[src/decode_pkg.sv]
// Functional notes
// - Double-word instruction carries 48 bits; second word's top 8 bits are zero.
// - A second word executed alone performs no operation.
// - Any double-word instruction takes two instruction cycles.
// - Single-word takes one cycle; true test, PC change, window or table read add NOP cycles.
// - Taken skip uses two cycles over one word, three over two words.
// - Double-word data moves take two instruction cycles.
// - File register address decodes over zero through 0x1FFF.
// - 23-bit unsigned literal has LSB zero and is read as even.
// - Ten-bit unsigned literal limited to 255 in byte size, 1023 in word size.
// - Bit position field is four bits selecting bit 0 to 15.
// - Base working register selects one of sixteen registers, 0 to 15.
// - Accumulator operand selects exactly one of A or B.
// - Write-back destination is W13 direct or [W13] with post-increment by 2.
// - Size suffix selects byte, word or double; word is default; shadow suffix separate.
// - Arithmetic keeps carry, digit carry, negative, range-exceeded and sticky zero flags.
// - DSP keeps range-exceeded and clamped flags for each accumulator.
// - Signed literals are two's complement: ten-bit -512..511, sixteen-bit -32768..32767.
package decode_pkg;
  localparam int WORD_W = 24;
  localparam int DATA_W = 16;
  localparam logic [7:0] SECOND_WORD_TAG = 8'h00;
  localparam logic [15:0] FILE_ADDR_MAX = 16'h1FFF;
  localparam logic [9:0] BYTE_LIT_MAX = 10'h0FF;
  localparam logic [9:0] WORD_LIT_MAX = 10'h3FF;
  localparam logic [3:0] WRITEBACK_REG = 4'hD;
  localparam logic [15:0] WRITEBACK_POST_INC = 16'h0002;
  localparam logic [1:0] CYCLES_ONE = 2'h1;
  localparam logic [1:0] CYCLES_TWO = 2'h2;
  localparam logic [1:0] CYCLES_THREE = 2'h3;
  localparam logic [15:0] PC_RESET = 16'h0000;
  localparam logic [15:0] PC_STEP = 16'h0002;
  // Operand size selection
  typedef enum logic [1:0] {
    SIZE_WORD = 2'b00,
    SIZE_BYTE = 2'b01,
    SIZE_DOUBLE = 2'b10
  } size_t;
  // Sequencer states
  typedef enum logic [1:0] {
    ST_FETCH = 2'b00,
    ST_EXTRA = 2'b01,
    ST_SECOND = 2'b10
  } seq_state_t;
  // Instruction class as presented by the opcode decoder
  typedef enum logic [2:0] {
    CLS_SIMPLE = 3'b000,
    CLS_DOUBLE = 3'b001,
    CLS_SKIP = 3'b010,
    CLS_BRANCH = 3'b011,
    CLS_TABLE = 3'b100,
    CLS_DMOVE = 3'b101,
    CLS_ARITH = 3'b110,
    CLS_DSP = 3'b111
  } class_t;
endpackage : decode_pkg

[src/instr_decoder.sv]
`timescale 1ns/1ps
`default_nettype none
module instr_decoder (
  // Clock and reset
  input wire logic i_clock,
  input wire logic i_rst_n,
  // Program memory word
  input wire logic i_word_valid,
  input wire logic [decode_pkg::WORD_W-1:0] i_word,
  // Instruction class and conditions
  input wire decode_pkg::class_t i_class,
  input wire logic i_cond_true,
  input wire logic i_skip_over_double,
  input wire logic i_program_space_window,
  // Operand fields
  input wire logic [1:0] i_size_suffix,
  input wire logic i_shadow_suffix,
  input wire logic i_writeback_indirect,
  input wire logic i_acc_sel,
  input wire logic i_zero_sticky,
  // Flag results from the datapath
  input wire logic i_carry,
  input wire logic i_digit_carry,
  input wire logic i_negative,
  input wire logic i_range,
  input wire logic i_zero,
  input wire logic i_acc_range,
  input wire logic i_acc_clamp,
  // Sequencing
  output logic o_fetch_ready,
  output logic [15:0] o_pc,
  output logic o_nop_cycle,
  output logic o_instr_done,
  output logic o_second_word_error,
  // Decoded operands
  output logic [15:0] o_file_addr,
  output logic o_file_addr_ok,
  output logic [22:0] o_unsigned_23_bit_literal,
  output logic [9:0] o_unsigned_ten_bit_literal,
  output logic o_literal_ok,
  output logic [3:0] o_bit_position_field,
  output logic [3:0] o_base_working_register,
  output logic o_accum_sel,
  output logic [3:0] o_accum_writeback_dest,
  output logic o_writeback_post_inc,
  output logic [15:0] o_writeback_inc,
  output decode_pkg::size_t o_size,
  output logic o_shadow_sel,
  output logic [15:0] o_signed_ten_bit_literal,
  output logic [15:0] o_signed_16_bit_literal,
  output logic [47:0] o_double_instr,
  // Status flags
  output logic o_carry_flag,
  output logic o_digit_carry_flag,
  output logic o_negative_flag,
  output logic o_signed_range_exceeded_flag,
  output logic o_zero_flag,
  output logic o_accum_a_range_exceeded,
  output logic o_accum_b_range_exceeded,
  output logic o_accum_a_clamped,
  output logic o_accum_b_clamped
);
  import decode_pkg::*;

  // ----------------------------------------
  // Functions
  // ----------------------------------------
  function automatic logic [1:0] cycles_for(input class_t cls, input logic cond,
                                            input logic skip_dbl, input logic win);
    logic [1:0] n;
    n = CYCLES_ONE;
    case (cls)
      CLS_DOUBLE: n = CYCLES_TWO;
      CLS_DMOVE: n = CYCLES_TWO;
      CLS_BRANCH: n = cond ? CYCLES_TWO : CYCLES_ONE;
      CLS_TABLE: n = CYCLES_TWO;
      CLS_SKIP: n = cond ? (skip_dbl ? CYCLES_THREE : CYCLES_TWO) : CYCLES_ONE;
      default: n = win ? CYCLES_TWO : CYCLES_ONE;
    endcase
    return n;
  endfunction : cycles_for

  function automatic logic [15:0] sext10(input logic [9:0] v);
    return {{6{v[9]}}, v};
  endfunction : sext10

  // ----------------------------------------
  // Sequencer
  // ----------------------------------------
  seq_state_t state;
  seq_state_t next_state;
  logic [1:0] remain;
  logic [1:0] next_remain;
  logic [1:0] need;
  logic take;
  logic first_dbl;

  assign o_fetch_ready = (state != ST_EXTRA);
  assign need = cycles_for(i_class, i_cond_true, i_skip_over_double, i_program_space_window);
  assign take = i_word_valid && (state == ST_FETCH);
  assign first_dbl = (i_class == CLS_DOUBLE) || (i_class == CLS_DMOVE);

  always_comb begin
    next_state = state;
    next_remain = remain;
    case (state)
      ST_FETCH: begin
        if (take && first_dbl) begin
          next_state = ST_SECOND;
          next_remain = 2'h0;
        end else if (take && need != CYCLES_ONE) begin
          next_state = ST_EXTRA;
          next_remain = need - CYCLES_ONE;
        end
      end
      ST_SECOND: begin
        if (i_word_valid) begin
          next_state = ST_FETCH;
        end
      end
      ST_EXTRA: begin
        next_remain = remain - 2'h1;
        if (remain == 2'h1) begin
          next_state = ST_FETCH;
        end
      end
      default: next_state = ST_FETCH;
    endcase
  end

  always_ff @(posedge i_clock or negedge i_rst_n) begin
    if (!i_rst_n) begin
      state <= ST_FETCH;
      remain <= 2'h0;
    end else begin
      state <= next_state;
      remain <= next_remain;
    end
  end

  // Program counter holds during extra cycles
  always_ff @(posedge i_clock or negedge i_rst_n) begin
    if (!i_rst_n) begin
      o_pc <= PC_RESET;
    end else if (i_word_valid && state != ST_EXTRA) begin
      o_pc <= o_pc + PC_STEP;
    end
  end

  // Cycle markers
  always_ff @(posedge i_clock or negedge i_rst_n) begin
    if (!i_rst_n) begin
      o_nop_cycle <= 1'b0;
      o_instr_done <= 1'b0;
      o_second_word_error <= 1'b0;
    end else begin
      o_nop_cycle <= (state == ST_EXTRA);
      o_instr_done <= (take && next_state == ST_FETCH) ||
                      (state == ST_EXTRA && remain == 2'h1) ||
                      (state == ST_SECOND && i_word_valid);
      o_second_word_error <= (state == ST_SECOND) && i_word_valid &&
                             (i_word[23:16] != SECOND_WORD_TAG);
    end
  end

  // ----------------------------------------
  // Double-word capture
  // ----------------------------------------
  logic [WORD_W-1:0] first_word;

  always_ff @(posedge i_clock or negedge i_rst_n) begin
    if (!i_rst_n) begin
      first_word <= '0;
      o_double_instr <= '0;
    end else if (take && first_dbl) begin
      first_word <= i_word;
    end else if (state == ST_SECOND && i_word_valid) begin
      o_double_instr <= {first_word, i_word};
    end
  end

  // ----------------------------------------
  // Operand decode
  // ----------------------------------------
  logic lone_second;
  logic op_load;
  size_t size_sel;
  logic [9:0] ten_lit;

  // A stray second word on its own decodes as a no-op
  assign lone_second = (i_class == CLS_SIMPLE) && (i_word[23:16] == SECOND_WORD_TAG);
  assign op_load = take && !lone_second;
  assign size_sel = (i_size_suffix == 2'b01) ? SIZE_BYTE :
                    (i_size_suffix == 2'b10) ? SIZE_DOUBLE : SIZE_WORD;
  assign ten_lit = i_word[13:4];

  always_ff @(posedge i_clock or negedge i_rst_n) begin
    if (!i_rst_n) begin
      o_file_addr <= '0;
      o_file_addr_ok <= 1'b0;
      o_unsigned_23_bit_literal <= '0;
      o_unsigned_ten_bit_literal <= '0;
      o_literal_ok <= 1'b0;
      o_bit_position_field <= '0;
      o_base_working_register <= '0;
      o_accum_sel <= 1'b0;
      o_accum_writeback_dest <= '0;
      o_writeback_post_inc <= 1'b0;
      o_writeback_inc <= '0;
      o_size <= SIZE_WORD;
      o_shadow_sel <= 1'b0;
      o_signed_ten_bit_literal <= '0;
      o_signed_16_bit_literal <= '0;
    end else if (op_load) begin
      o_file_addr <= {3'h0, i_word[13:1]};
      o_file_addr_ok <= ({3'h0, i_word[13:1]} <= FILE_ADDR_MAX);
      o_unsigned_23_bit_literal <= {i_word[22:1], 1'b0};
      o_unsigned_ten_bit_literal <= ten_lit;
      o_literal_ok <= (size_sel == SIZE_BYTE) ? (ten_lit <= BYTE_LIT_MAX)
                                              : (ten_lit <= WORD_LIT_MAX);
      o_bit_position_field <= i_word[15:12];
      o_base_working_register <= i_word[3:0];
      o_accum_sel <= i_acc_sel;
      o_accum_writeback_dest <= WRITEBACK_REG;
      o_writeback_post_inc <= i_writeback_indirect;
      o_writeback_inc <= i_writeback_indirect ? WRITEBACK_POST_INC : 16'h0000;
      o_size <= size_sel;
      o_shadow_sel <= i_shadow_suffix;
      o_signed_ten_bit_literal <= sext10(ten_lit);
      o_signed_16_bit_literal <= i_word[19:4];
    end
  end

  // ----------------------------------------
  // Status flags
  // ----------------------------------------
  status_flags u_flags (
    .i_clock(i_clock),
    .i_rst_n(i_rst_n),
    .i_arith_upd(op_load && i_class == CLS_ARITH),
    .i_zero_sticky(i_zero_sticky),
    .i_dsp_upd(op_load && i_class == CLS_DSP),
    .i_acc_sel(i_acc_sel),
    .i_carry(i_carry),
    .i_digit_carry(i_digit_carry),
    .i_negative(i_negative),
    .i_range(i_range),
    .i_zero(i_zero),
    .i_acc_range(i_acc_range),
    .i_acc_clamp(i_acc_clamp),
    .o_carry_flag(o_carry_flag),
    .o_digit_carry_flag(o_digit_carry_flag),
    .o_negative_flag(o_negative_flag),
    .o_signed_range_exceeded_flag(o_signed_range_exceeded_flag),
    .o_zero_flag(o_zero_flag),
    .o_accum_a_range_exceeded(o_accum_a_range_exceeded),
    .o_accum_b_range_exceeded(o_accum_b_range_exceeded),
    .o_accum_a_clamped(o_accum_a_clamped),
    .o_accum_b_clamped(o_accum_b_clamped)
  );
endmodule : instr_decoder
`default_nettype wire

[src/status_flags.sv]
`timescale 1ns/1ps
`default_nettype none
module status_flags (
  // Clock and reset
  input wire logic i_clock,
  input wire logic i_rst_n,
  // Update strobes
  input wire logic i_arith_upd,
  input wire logic i_zero_sticky,
  input wire logic i_dsp_upd,
  input wire logic i_acc_sel,
  // Flag inputs
  input wire logic i_carry,
  input wire logic i_digit_carry,
  input wire logic i_negative,
  input wire logic i_range,
  input wire logic i_zero,
  input wire logic i_acc_range,
  input wire logic i_acc_clamp,
  // Flag outputs
  output logic o_carry_flag,
  output logic o_digit_carry_flag,
  output logic o_negative_flag,
  output logic o_signed_range_exceeded_flag,
  output logic o_zero_flag,
  output logic o_accum_a_range_exceeded,
  output logic o_accum_b_range_exceeded,
  output logic o_accum_a_clamped,
  output logic o_accum_b_clamped
);
  // ----------------------------------------
  // Arithmetic flags
  // ----------------------------------------
  always_ff @(posedge i_clock or negedge i_rst_n) begin
    if (!i_rst_n) begin
      o_carry_flag <= 1'b0;
      o_digit_carry_flag <= 1'b0;
      o_negative_flag <= 1'b0;
      o_signed_range_exceeded_flag <= 1'b0;
    end else if (i_arith_upd) begin
      o_carry_flag <= i_carry;
      o_digit_carry_flag <= i_digit_carry;
      o_negative_flag <= i_negative;
      o_signed_range_exceeded_flag <= i_range;
    end
  end

  // Sticky zero: with sticky mode a nonzero result clears, zero result keeps
  always_ff @(posedge i_clock or negedge i_rst_n) begin
    if (!i_rst_n) begin
      o_zero_flag <= 1'b0;
    end else if (i_arith_upd) begin
      o_zero_flag <= i_zero_sticky ? (o_zero_flag & i_zero) : i_zero;
    end
  end

  // ----------------------------------------
  // DSP accumulator flags
  // ----------------------------------------
  always_ff @(posedge i_clock or negedge i_rst_n) begin
    if (!i_rst_n) begin
      o_accum_a_range_exceeded <= 1'b0;
      o_accum_b_range_exceeded <= 1'b0;
      o_accum_a_clamped <= 1'b0;
      o_accum_b_clamped <= 1'b0;
    end else if (i_dsp_upd) begin
      if (!i_acc_sel) begin
        o_accum_a_range_exceeded <= i_acc_range;
        o_accum_a_clamped <= i_acc_clamp | o_accum_a_clamped;
      end else begin
        o_accum_b_range_exceeded <= i_acc_range;
        o_accum_b_clamped <= i_acc_clamp | o_accum_b_clamped;
      end
    end
  end
endmodule : status_flags
`default_nettype wire

[config.mk]
export PLATFORM = sky130hd
export DESIGN_NAME = instr_decoder
export DESIGN_NICKNAME = d
export VERILOG_FILES = /design/src/decode_pkg.sv /design/src/instr_decoder.sv /design/src/status_flags.sv
export SDC_FILE = /design/constraint.sdc
export NUM_CORES = 1
export LEC_CHECK = 0
export BUFFER_PORTS_ARGS = -buffer_cell sky130_fd_sc_hd__buf_2
export CAP_MARGIN = 10
export CORE_MARGIN = 1.5
export CORE_UTILIZATION = 52
export CTS_CLUSTER_DIAMETER = 200
export CTS_CLUSTER_SIZE = 8
export DETAILED_ROUTE_END_ITERATION = 10
export PLACE_DENSITY = 0.85
export SYNTH_ARGS = -nofsm -noshare
export SYNTH_HDL_FRONTEND = slang
export SYNTH_SLANG_ARGS = --single-unit
[constraint.sdc]
create_clock -name i_clock -period 3.6 [get_ports i_clock]
set_input_delay 0.36 -clock i_clock [delete_from_list [all_inputs] [get_ports i_clock]]
set_output_delay 0.36 -clock i_clock [all_outputs]
set_load 0.05 [all_outputs]
# Yosys cells after proc, flatten, opt, wreduce, memory -nomap -nowiden

Index checks and enable logic that the tools add are counted.

Output and inout bits: 193
Flip-flop bits (word level): 207
Input port bits: 46
Word-level logic and storage cells: 103

Mux-type cells: 18
$add $sub $neg: 3
Reduce and logical (&&, ||, !) cells: 27
Bitwise gates (word level): 5
$lt $le $gt $ge: 2
Equality and inequality tests: 16

Operators by type and width:

| kind                  | number |
|---|---|
| $mux 2                | 12 |
| $add 16x2->16 const B | 1 |
| $eq 3x3->1 const B    | 4 |
| $logic_and 1x1->1     | 12 |
| $pmux 2 s3            | 2 |
| $le 10x10->1 const B  | 1 |
| $le 10x8->1 const B   | 1 |
| $eq 2x1->1 const B    | 4 |
| $logic_not 8->1       | 1 |
| $reduce_and 2->1      | 4 |
| $reduce_bool 8->1     | 1 |
| $eq 3x2->1 const B    | 2 |
| $eq 2x2->1 const B    | 2 |
| $logic_not 2->1       | 2 |
| $ne 2x1->1 const B    | 2 |
| $pmux 2 s2            | 1 |
| $sub 2x1->2 const B   | 2 |
| $eq 3x1->1 const B    | 1 |
| $logic_not 3->1       | 1 |
| $logic_or 1x1->1      | 3 |
| $mux 1                | 3 |
| $ne 3x1->1 const B    | 1 |
| $reduce_or 3->1       | 1 |
| $not 1->1             | 2 |
| other kinds (4)       | 5 |

# Logic depth before layout (Yosys ltp)

Gate-level depths: netlist (run 1).

Depth after elaboration: 12
Depth in mapped cells: 8
Mapped depth without buffers: 8

# By module

A second synthesis (run 1) with hierarchy kept.

Cell total of the unflattened synthesis: 482
Area total of the unflattened synthesis: 6043.3 um2

Modules (own cells, without submodules):

| module        | area an instance (um2) | cells an instance | times used | sequential area each (um2) |
|---|---|---|---|---|
| instr_decoder | 5701.7                 | 459               | 1          | 3103.0 |
| status_flags  | 341.6                  | 23                | 1          | 225.2 |

# Worst setup path before layout (run 1)

No wires, ideal clock.

Path kind: input -> register
From: input port i_class[0]
To: register remain[1]
Cell stages on the path: 8
Path buffers: 0
Arrival: 1.824 ns
Required time: 3.521 ns
Setup time: 0.079 ns
Slack: 1.697 ns
Cells stage by stage: or3_1 a21o_1 a21bo_2 ha_1 inv_1 o21a_1 o21bai_1 mux2i_1

Longest elaborated chain between the ends: 7
Elaborated cells on any way between the ends: 17
Those cells by class: add/sub (1); eq/ne (7); mux (4); reduce/logical (5)

RTL lines:

| item                                                  | line                                       | text |
|---|---|---|
| start, declared                                       | instr_decoder.sv:11                        | `input wire decode_pkg::class_t i_class,` |
| $eq 3x1->1, or another cell as far along              | instr_decoder.sv:72, instr_decoder.sv:101  |  |
| $reduce_or 3->1 (no source line)                      | n/a                                        |  |
| $pmux 2 s3                                            | instr_decoder.sv:72                        | `case (cls)` |
| $sub 2x1->2 / $ne 2x1->1 (equally long branches)      | instr_decoder.sv:113, instr_decoder.sv:111 |  |
| $mux 2 / $logic_and 1x1->1 (equally long branches)    | instr_decoder.sv:111                       | `end else if (take && need != CYCLES_ONE) begin` |
| $mux 2 / $ne 3x1->1 (equally long branches)           | n/a                                        |  |
| $pmux 2 s2 / $reduce_and 2->1 (equally long branches) | n/a                                        |  |
| end signal, assigned                                  | instr_decoder.sv:137                       | `remain <= next_remain;` |
| end, declared                                         | instr_decoder.sv:92                        | `logic [1:0] remain;` |

Several ways; a longest one is shown, not always the timed one. The select of a mux whose other input is x is not followed.
A chain may end at the register's enable or synchronous reset.

# Final worst setup path (run 1)

From: register state[0]
To: register first_word[15]

Longest elaborated chain between the ends: 3

RTL lines:

| item                   | line                 | text |
|---|---|---|
| start, declared        | instr_decoder.sv:90  | `seq_state_t state;` |
| start signal, assigned | instr_decoder.sv:136 | `state <= next_state;` |
| $logic_not 2->1        | instr_decoder.sv:100 | `assign take = i_word_valid && (state == ST_FETCH);` |
| $logic_and 1x1->1      | instr_decoder.sv:100 |  |
| $logic_and 1x1->1      | instr_decoder.sv:175 | `end else if (take && first_dbl) begin` |
| end signal, assigned   | instr_decoder.sv:176 | `first_word <= i_word;` |
| end, declared          | instr_decoder.sv:169 | `logic [WORD_W-1:0] first_word;` |

Every way passes these cells.

==> reports/qor.csv, run 1 <==
metric,value,unit
#FFs+latches synth,133,
Buffers on Ports,217,
Yosys Warn Count,0,
first-pass GRT wire length,18630,µm
Fin Clk Skew,0.006551,ns
total number of vias,3761,
Ports,239,
Tcrit/Tclk final,54.93,%
DRT Pass-1 Iters,6,
share of layout cells above drive strength 1,59.87,%
grt total ovfl,0,
CTS tree,yes,
global placement routability congestion,0.7700,
Cells after DPL,721,
fin util,65.79,%
maximum buffer depth of the clock tree,2,
type of the most critical hold path,in2async,
outcome,completed,
Initial Util,54.23,%
crit start category,register,
vias in the first global route,3756,
die area,12100,µm²
Residual DRC,0,
Die Wd,110.0,µm
WP data arrival,2.26,ns
CTS root buf,clkbuf_16,
slew margin rel.,50.84,%
Async SR Flop Fraction,100.0,%
final setup fails,0,
total track usage,20.36,%
fin. max-slew vios,0,
Die Y,110.0,µm
Mapped Area,5956,µm²
setup TNS,0,ns
Post-CTS Hold Buffers,0,
pin count of the biggest net entering global routing,76,
setup bufs post-CTS,0,
R2R setup slack,1.62,ns
Crit. End Element,register,
total wire length,12030,µm
slew at the pin closest to its max-slew limit,0.7374,ns
Resized cells post-CTS,0,
Synth Instances,441,
number of max-cap violations,0,
"Distinct cells, synth",45,
number of flops mapped to enable cells by yosys,0,
CTS Buf Count,17,
CP max FO,26,
DRT iter0 DRCs,102,
Critical-path top delay cell,dfrtp_1,
"Reg clk slew, reported paths",0.06,ns
Final Hold Viols,0,
WHS,0.01253,ns
most frequent cells in the layout,"buf_2 (216), dfrtp_1 (133), mux2_2 (102)",
drt wl/cell,15.98,µm
CTS sink count,133,
post-route ant nets,0,
fin cells,753,
synthesis-to-finish area growth,21.32,%
H-tree levels,4,
core box area,10980,µm²
Post-Syn Area per Cell,13.51,µm²
"Req. time, crit path",3.89,ns
post-layout min period,1.977,ns
Nets,649,
Post-synth top flop,dfrtp_1,
ANT cells,0,
drt via density,4.995,
initial antenna violation count,0,
Setup CP Type,reg2reg,
"Clk Latency, worst-skew pair",0.41,ns
sequential-to-total area share from yosys stat,55.88,%
Max Freq,505.7,MHz
fillcell total,837,
dpl hpwl,8553,µm
CP peak stage delay,0.53,ns
RSZ-0062 raised after global routing,no,
# rows,38,
"leading cell type in the layout, fill and taps excluded",buf_2,
crit path cell chain,nor3b_4 > nand2_2 > mux2_2,
cell usage after synthesis, types with 2 or more instances:
cell      instances  share of area [%]
nor2_1            6               0.38
nand2_1          13               0.82
a21oi_1           3               0.25
mux2_4            4                1.0
buf_4            92                 12
mux2_1            2               0.38
o21ai_0           3               0.25
dfrtp_1         133                 56
nand2b_1          2               0.21
or3_1             2               0.21
mux2_2          102                 19
and3_1            2               0.21
nor3_1            2               0.17
mux2i_1           2               0.34
nor2b_1           6               0.63
nor4_1            3               0.32
a31oi_1           2               0.21
xor2_1            4               0.59
buf_2             8               0.67
ha_1              3               0.63
nand3b_1          2               0.25
xnor2_1          10                1.5
inv_1             5               0.32
o21bai_1          2               0.25
nand3_1           8               0.67
cell type report:
type | count | area (µm²) | area share [%]
multi-input combinational | 221 | 1949 | 26.98
sequential | 133 | 3328 | 46.06
timing repair buffer | 221 | 1131 | 15.65
clock buffer | 20 | 466.7 | 6.459
clock inverter | 12 | 152.6 | 2.113
tap | 140 | 175.2 | 2.424
inverter | 6 | 22.52 | 0.3117
logic make-up (layout without fill, tap and decap cells):
group | after synthesis | count (layout) | synth area share, %
simple gates | 55 | 55 | 5.525
fa+ha+maj | 3 | 3 | 0.6303
other cells | 1 | 21 | 0.06296
buf+inv | 107 | 259 | 12.84
mux | 110 | 110 | 21.01
xor+xnor | 14 | 14 | 2.059
compound gates | 18 | 18 | 1.996
flops | 133 | 133 | 55.88
final timing paths:
| check | from | endpoint | cells after the start |
|---|---|---|---|
| max in group asynchronous | i_rst_n | o_double_instr[2]$_DFFE_PN0P_ | 2 |
| setup / recovery | state[0]$_DFF_PN0_ | first_word[15]$_DFFE_PN0P_ | 3 |
| setup reg to reg | state[0]$_DFF_PN0_ | first_word[15]$_DFFE_PN0P_ | 3 |
| min in group i_clock | i_negative | u_flags.o_negative_flag$_DFFE_PN0P_ | 2 |
| hold / removal | i_rst_n | first_word[0]$_DFFE_PN0P_ | 1 |
| hold reg to reg | u_flags.o_accum_a_clamped$_DFFE_PN0P_ | u_flags.o_accum_a_clamped$_DFFE_PN0P_ | 1 |
state kept, by name (all words and copies together) (netlist names), 2 cells and up:
signal and count:
o_signed_16_bit_literal 4, first_word 24, o_double_instr 48, o_base_working_register 3, o_signed_ten_bit_literal 8, remain 2, o_pc 15, o_unsigned_23_bit_literal 5
o_size 2, state 2, o_bit_position_field 3
metal layers:
metal / global-route usage, % / up-vias / share of wire, % / wire, µm
met5: 0 / - / 0 / 0
li1: - / 1724 / - / -
met4: 5.659 / 0 / 0.72 / 87
met2: 35.49 / 156 / 52 / 6233
met3: 6.878 / 9 / 6.4 / 776
met1: 23.96 / 1872 / 41 / 4936
critical path: cells and delay by family, from the launching register on:
family / cells / cell delay [ns]
AND/OR/NAND/NOR: 2 / 0.87
multiplexers: 1 / 0.45
flip-flops: 1 / 0.53
per-stage QoR:
stage                     setup WS, ns  area (µm²)
final                            1.623        7226
after global routing             1.493        7226
after CTS                        1.585        7226
after detailed placement         1.278        6606
after global placement           1.337        6606
after floorplan                  1.697        6031
Power of run 1 is left out: the tool's default activity adds up to more than one toggle a clock period on the data nets, which glitch-free logic cannot reach.
==> run 2, diff against run 1 <==
--- a/config.mk
+++ b/config.mk
@@ -8,11 +8,11 @@
 export BUFFER_PORTS_ARGS = -buffer_cell sky130_fd_sc_hd__buf_2
 export CAP_MARGIN = 10
 export CORE_MARGIN = 1.5
-export CORE_UTILIZATION = 52
+export CORE_UTILIZATION = 49
 export CTS_CLUSTER_DIAMETER = 200
 export CTS_CLUSTER_SIZE = 8
 export DETAILED_ROUTE_END_ITERATION = 10
-export PLACE_DENSITY = 0.85
+export PLACE_DENSITY = 0.81
 export SYNTH_ARGS = -nofsm -noshare
 export SYNTH_HDL_FRONTEND = slang
 export SYNTH_SLANG_ARGS = --single-unit
==> constraint.sdc (replaced) <==
create_clock -name i_clock -period 2 [get_ports i_clock]
set_input_delay 0.2 -clock i_clock [delete_from_list [all_inputs] [get_ports i_clock]]
set_output_delay 0.2 -clock i_clock [all_outputs]
set_load 0.05 [all_outputs]
==> run 2 against run 1 <==
  * Count of clock-buffer cells in the layout is 1 higher
  * Non-clock buffer count up 6
  * Worst hold slack better by 0.0070 ns
  * Die area increased by 5.9%
  * Critical endpoint is now o_pc[12]$_DFFE_PN0P_
  * Highest routed layer unchanged
==> reports/qor.csv, run 2 (synthesized netlist as in run 1, its figures left out) <==
metric,value,unit,change
outcome,completed,,
pin count of the biggest net entering global routing,134,,+76%
post-route ant nets,0,,unchanged
Die Wd,113.2,µm,+2.9%
core box area,11910,µm²,+8.5%
share of layout cells above drive strength 1,60.10,%,+0.23 points
slew at the pin closest to its max-slew limit,0.7098,ns,-0.02757 ns
ANT cells,0,,unchanged
max reg flops,48,,unchanged
Nets,655,,+0.92%
hold path depth,2,,
DRT Pass-1 Iters,4,,-2
CTS sink count,133,,unchanged
CTS root buf,clkbuf_16,,
final setup fails,0,,unchanged
global placement routability congestion,0.7816,,+1.5%
setup TNS,0,ns,unchanged
dpl hpwl,8220,µm,-3.9%
maximum buffer depth of the clock tree,2,,unchanged
Initial Util,50.00,%,-4.2 points
total number of vias,3818,,+1.5%
total track usage,18.67,%,-1.7 points
drt wl/cell,15.30,µm,-4.3%
Resized cells post-CTS,0,,unchanged
fin cells,766,,+1.7%
Final Hold Viols,0,,unchanged
vias in the first global route,3658,,-2.6%
DRT iter0 DRCs,188,,+84%
WP data arrival,2.06,ns,-0.20 ns
Critical-path top delay cell,dfrtp_1,,
RSZ-0062 raised after global routing,no,,
Ports,239,,unchanged
"leading cell type in the layout, fill and taps excluded",buf_2,,
Top reg by flops,o_double_instr,,
Setup CP Type,reg2reg,,
synthesis-to-finish area growth,23.87,%,
CP peak stage delay,0.55,ns,+0.02 ns
"Clk Latency, worst-skew pair",0.41,ns,about the same
type of the most critical hold path,in2reg,,
crit path cell chain,nand2b_4 > inv_2 > nor4_1 > nand2_1 > xnor2_1,,
die area,12820,µm²,+5.9%
fillcell total,938,,+12%
most frequent cells in the layout,"buf_2 (216), dfrtp_1 (133), mux2_2 (102)",,
CP max FO,11,,-58%
Crit. End Element,register,,
fin. max-slew vios,0,,unchanged
post-layout min period,1.774,ns,-0.2034 ns
Largest regs,"o_double_instr: 48 flops, first_word: 24 flops, o_pc: 15 flops",,
# rows,40,,+5.3%
initial antenna violation count,0,,unchanged
Fin Clk Skew,0.008855,ns,+0.002304 ns
crit start category,register,,
Buffers on Ports,217,,unchanged
Die Y,113.2,µm,+2.9%
Residual DRC,0,,unchanged
CTS Buf Count,17,,unchanged
number of max-cap violations,0,,unchanged
Max Freq,563.7,MHz,+11%
CTS tree,yes,,
cells on worst reg2reg path,5,,+2
"Req. time, crit path",2.29,ns,-1.60 ns
"Reg clk slew, reported paths",0.06,ns,about the same
slew margin rel.,52.68,%,+1.8 points
Cells after DPL,733,,+1.7%
grt total ovfl,0,,unchanged
total wire length,11720,µm,-2.6%
first-pass GRT wire length,18350,µm,-1.5%
drt via density,4.984,,-0.21%
Tcrit/Tclk final,88.71,%,+34 points
H-tree levels,4,,unchanged
-- run 2: cell types whose count changed in the layout (fill, tap and decap cells not counted), sizes merged --
cell	change
clkbuf	+1
buf	+5
dlygate4sd3	+1
clkinvlp	-2
bufinv	+2
clkinv	-1
-- run 2: stage by stage --
step	setup slack, ns	utilization (%)	hold slack (ns)	instance area, µm²
after global placement	0.1006	56.17	0.3590	6690
after detailed placement	-0.01031	56.17	0.3710	6690
after CTS	0.1931	61.93	0.001062	7377
after floorplan	0.2566	-	-0.09559	6031
after global routing	0.03440	61.93	0.01121	7377
final	0.2259	61.93	0.01956	7377
-- run 2: final cells by class --
| type | count | area (µm²) | area share [%] |
|---|---|---|---|
| multi-input cells | 221 | 1949 | 26.42 |
| repair buffers | 227 | 1216 | 16.49 |
| flip-flops and latches | 133 | 3328 | 45.12 |
| clock buffers | 21 | 480.5 | 6.513 |
| inverters | 6 | 22.52 | 0.3053 |
| well taps | 147 | 183.9 | 2.493 |
| clock inverters | 11 | 196.4 | 2.663 |
-- run 2: repair_timing --
item | in CTS | in global routing
endpoints found under the hold margin | 133 | 0
setup buffers | 0 | 0
hold buffers | 1 | 0
-- run 2: layer usage --
metal	global-route usage (%)	up-vias	routed length (µm)
li1	-	1733	-
met1	21.84	1902	4648
met2	31.76	163	6056
met3	6.642	20	841
met4	6.917	0	173
met5	0	-	0
-- run 2: worst max-delay path: cells and delay by family (launching register included) --
family        cells  cell delay (ns)
flops             1             0.55
simple gates      3             0.87
xor+xnor          1             0.14
buf+inv           1             0.09
-- run 2: path summary, 6_finish.rpt --
kind,start,to,slack (ns)
max reg2reg,state[1]$_DFF_PN0_,o_pc[12]$_DFFE_PN0P_,0.23
min in group asynchronous,i_rst_n,o_signed_ten_bit_literal[4]$_DFFE_PN0P_,0.49
min,i_digit_carry,u_flags.o_digit_carry_flag$_DFFE_PN0P_,0.02
min reg2reg,u_flags.o_accum_b_clamped$_DFFE_PN0P_,u_flags.o_accum_b_clamped$_DFFE_PN0P_,0.47
max,state[1]$_DFF_PN0_,o_pc[12]$_DFFE_PN0P_,0.23
max in group asynchronous,i_rst_n,u_flags.o_carry_flag$_DFFE_PN0P_,0.98
Power of run 2 is left out for the same reason.
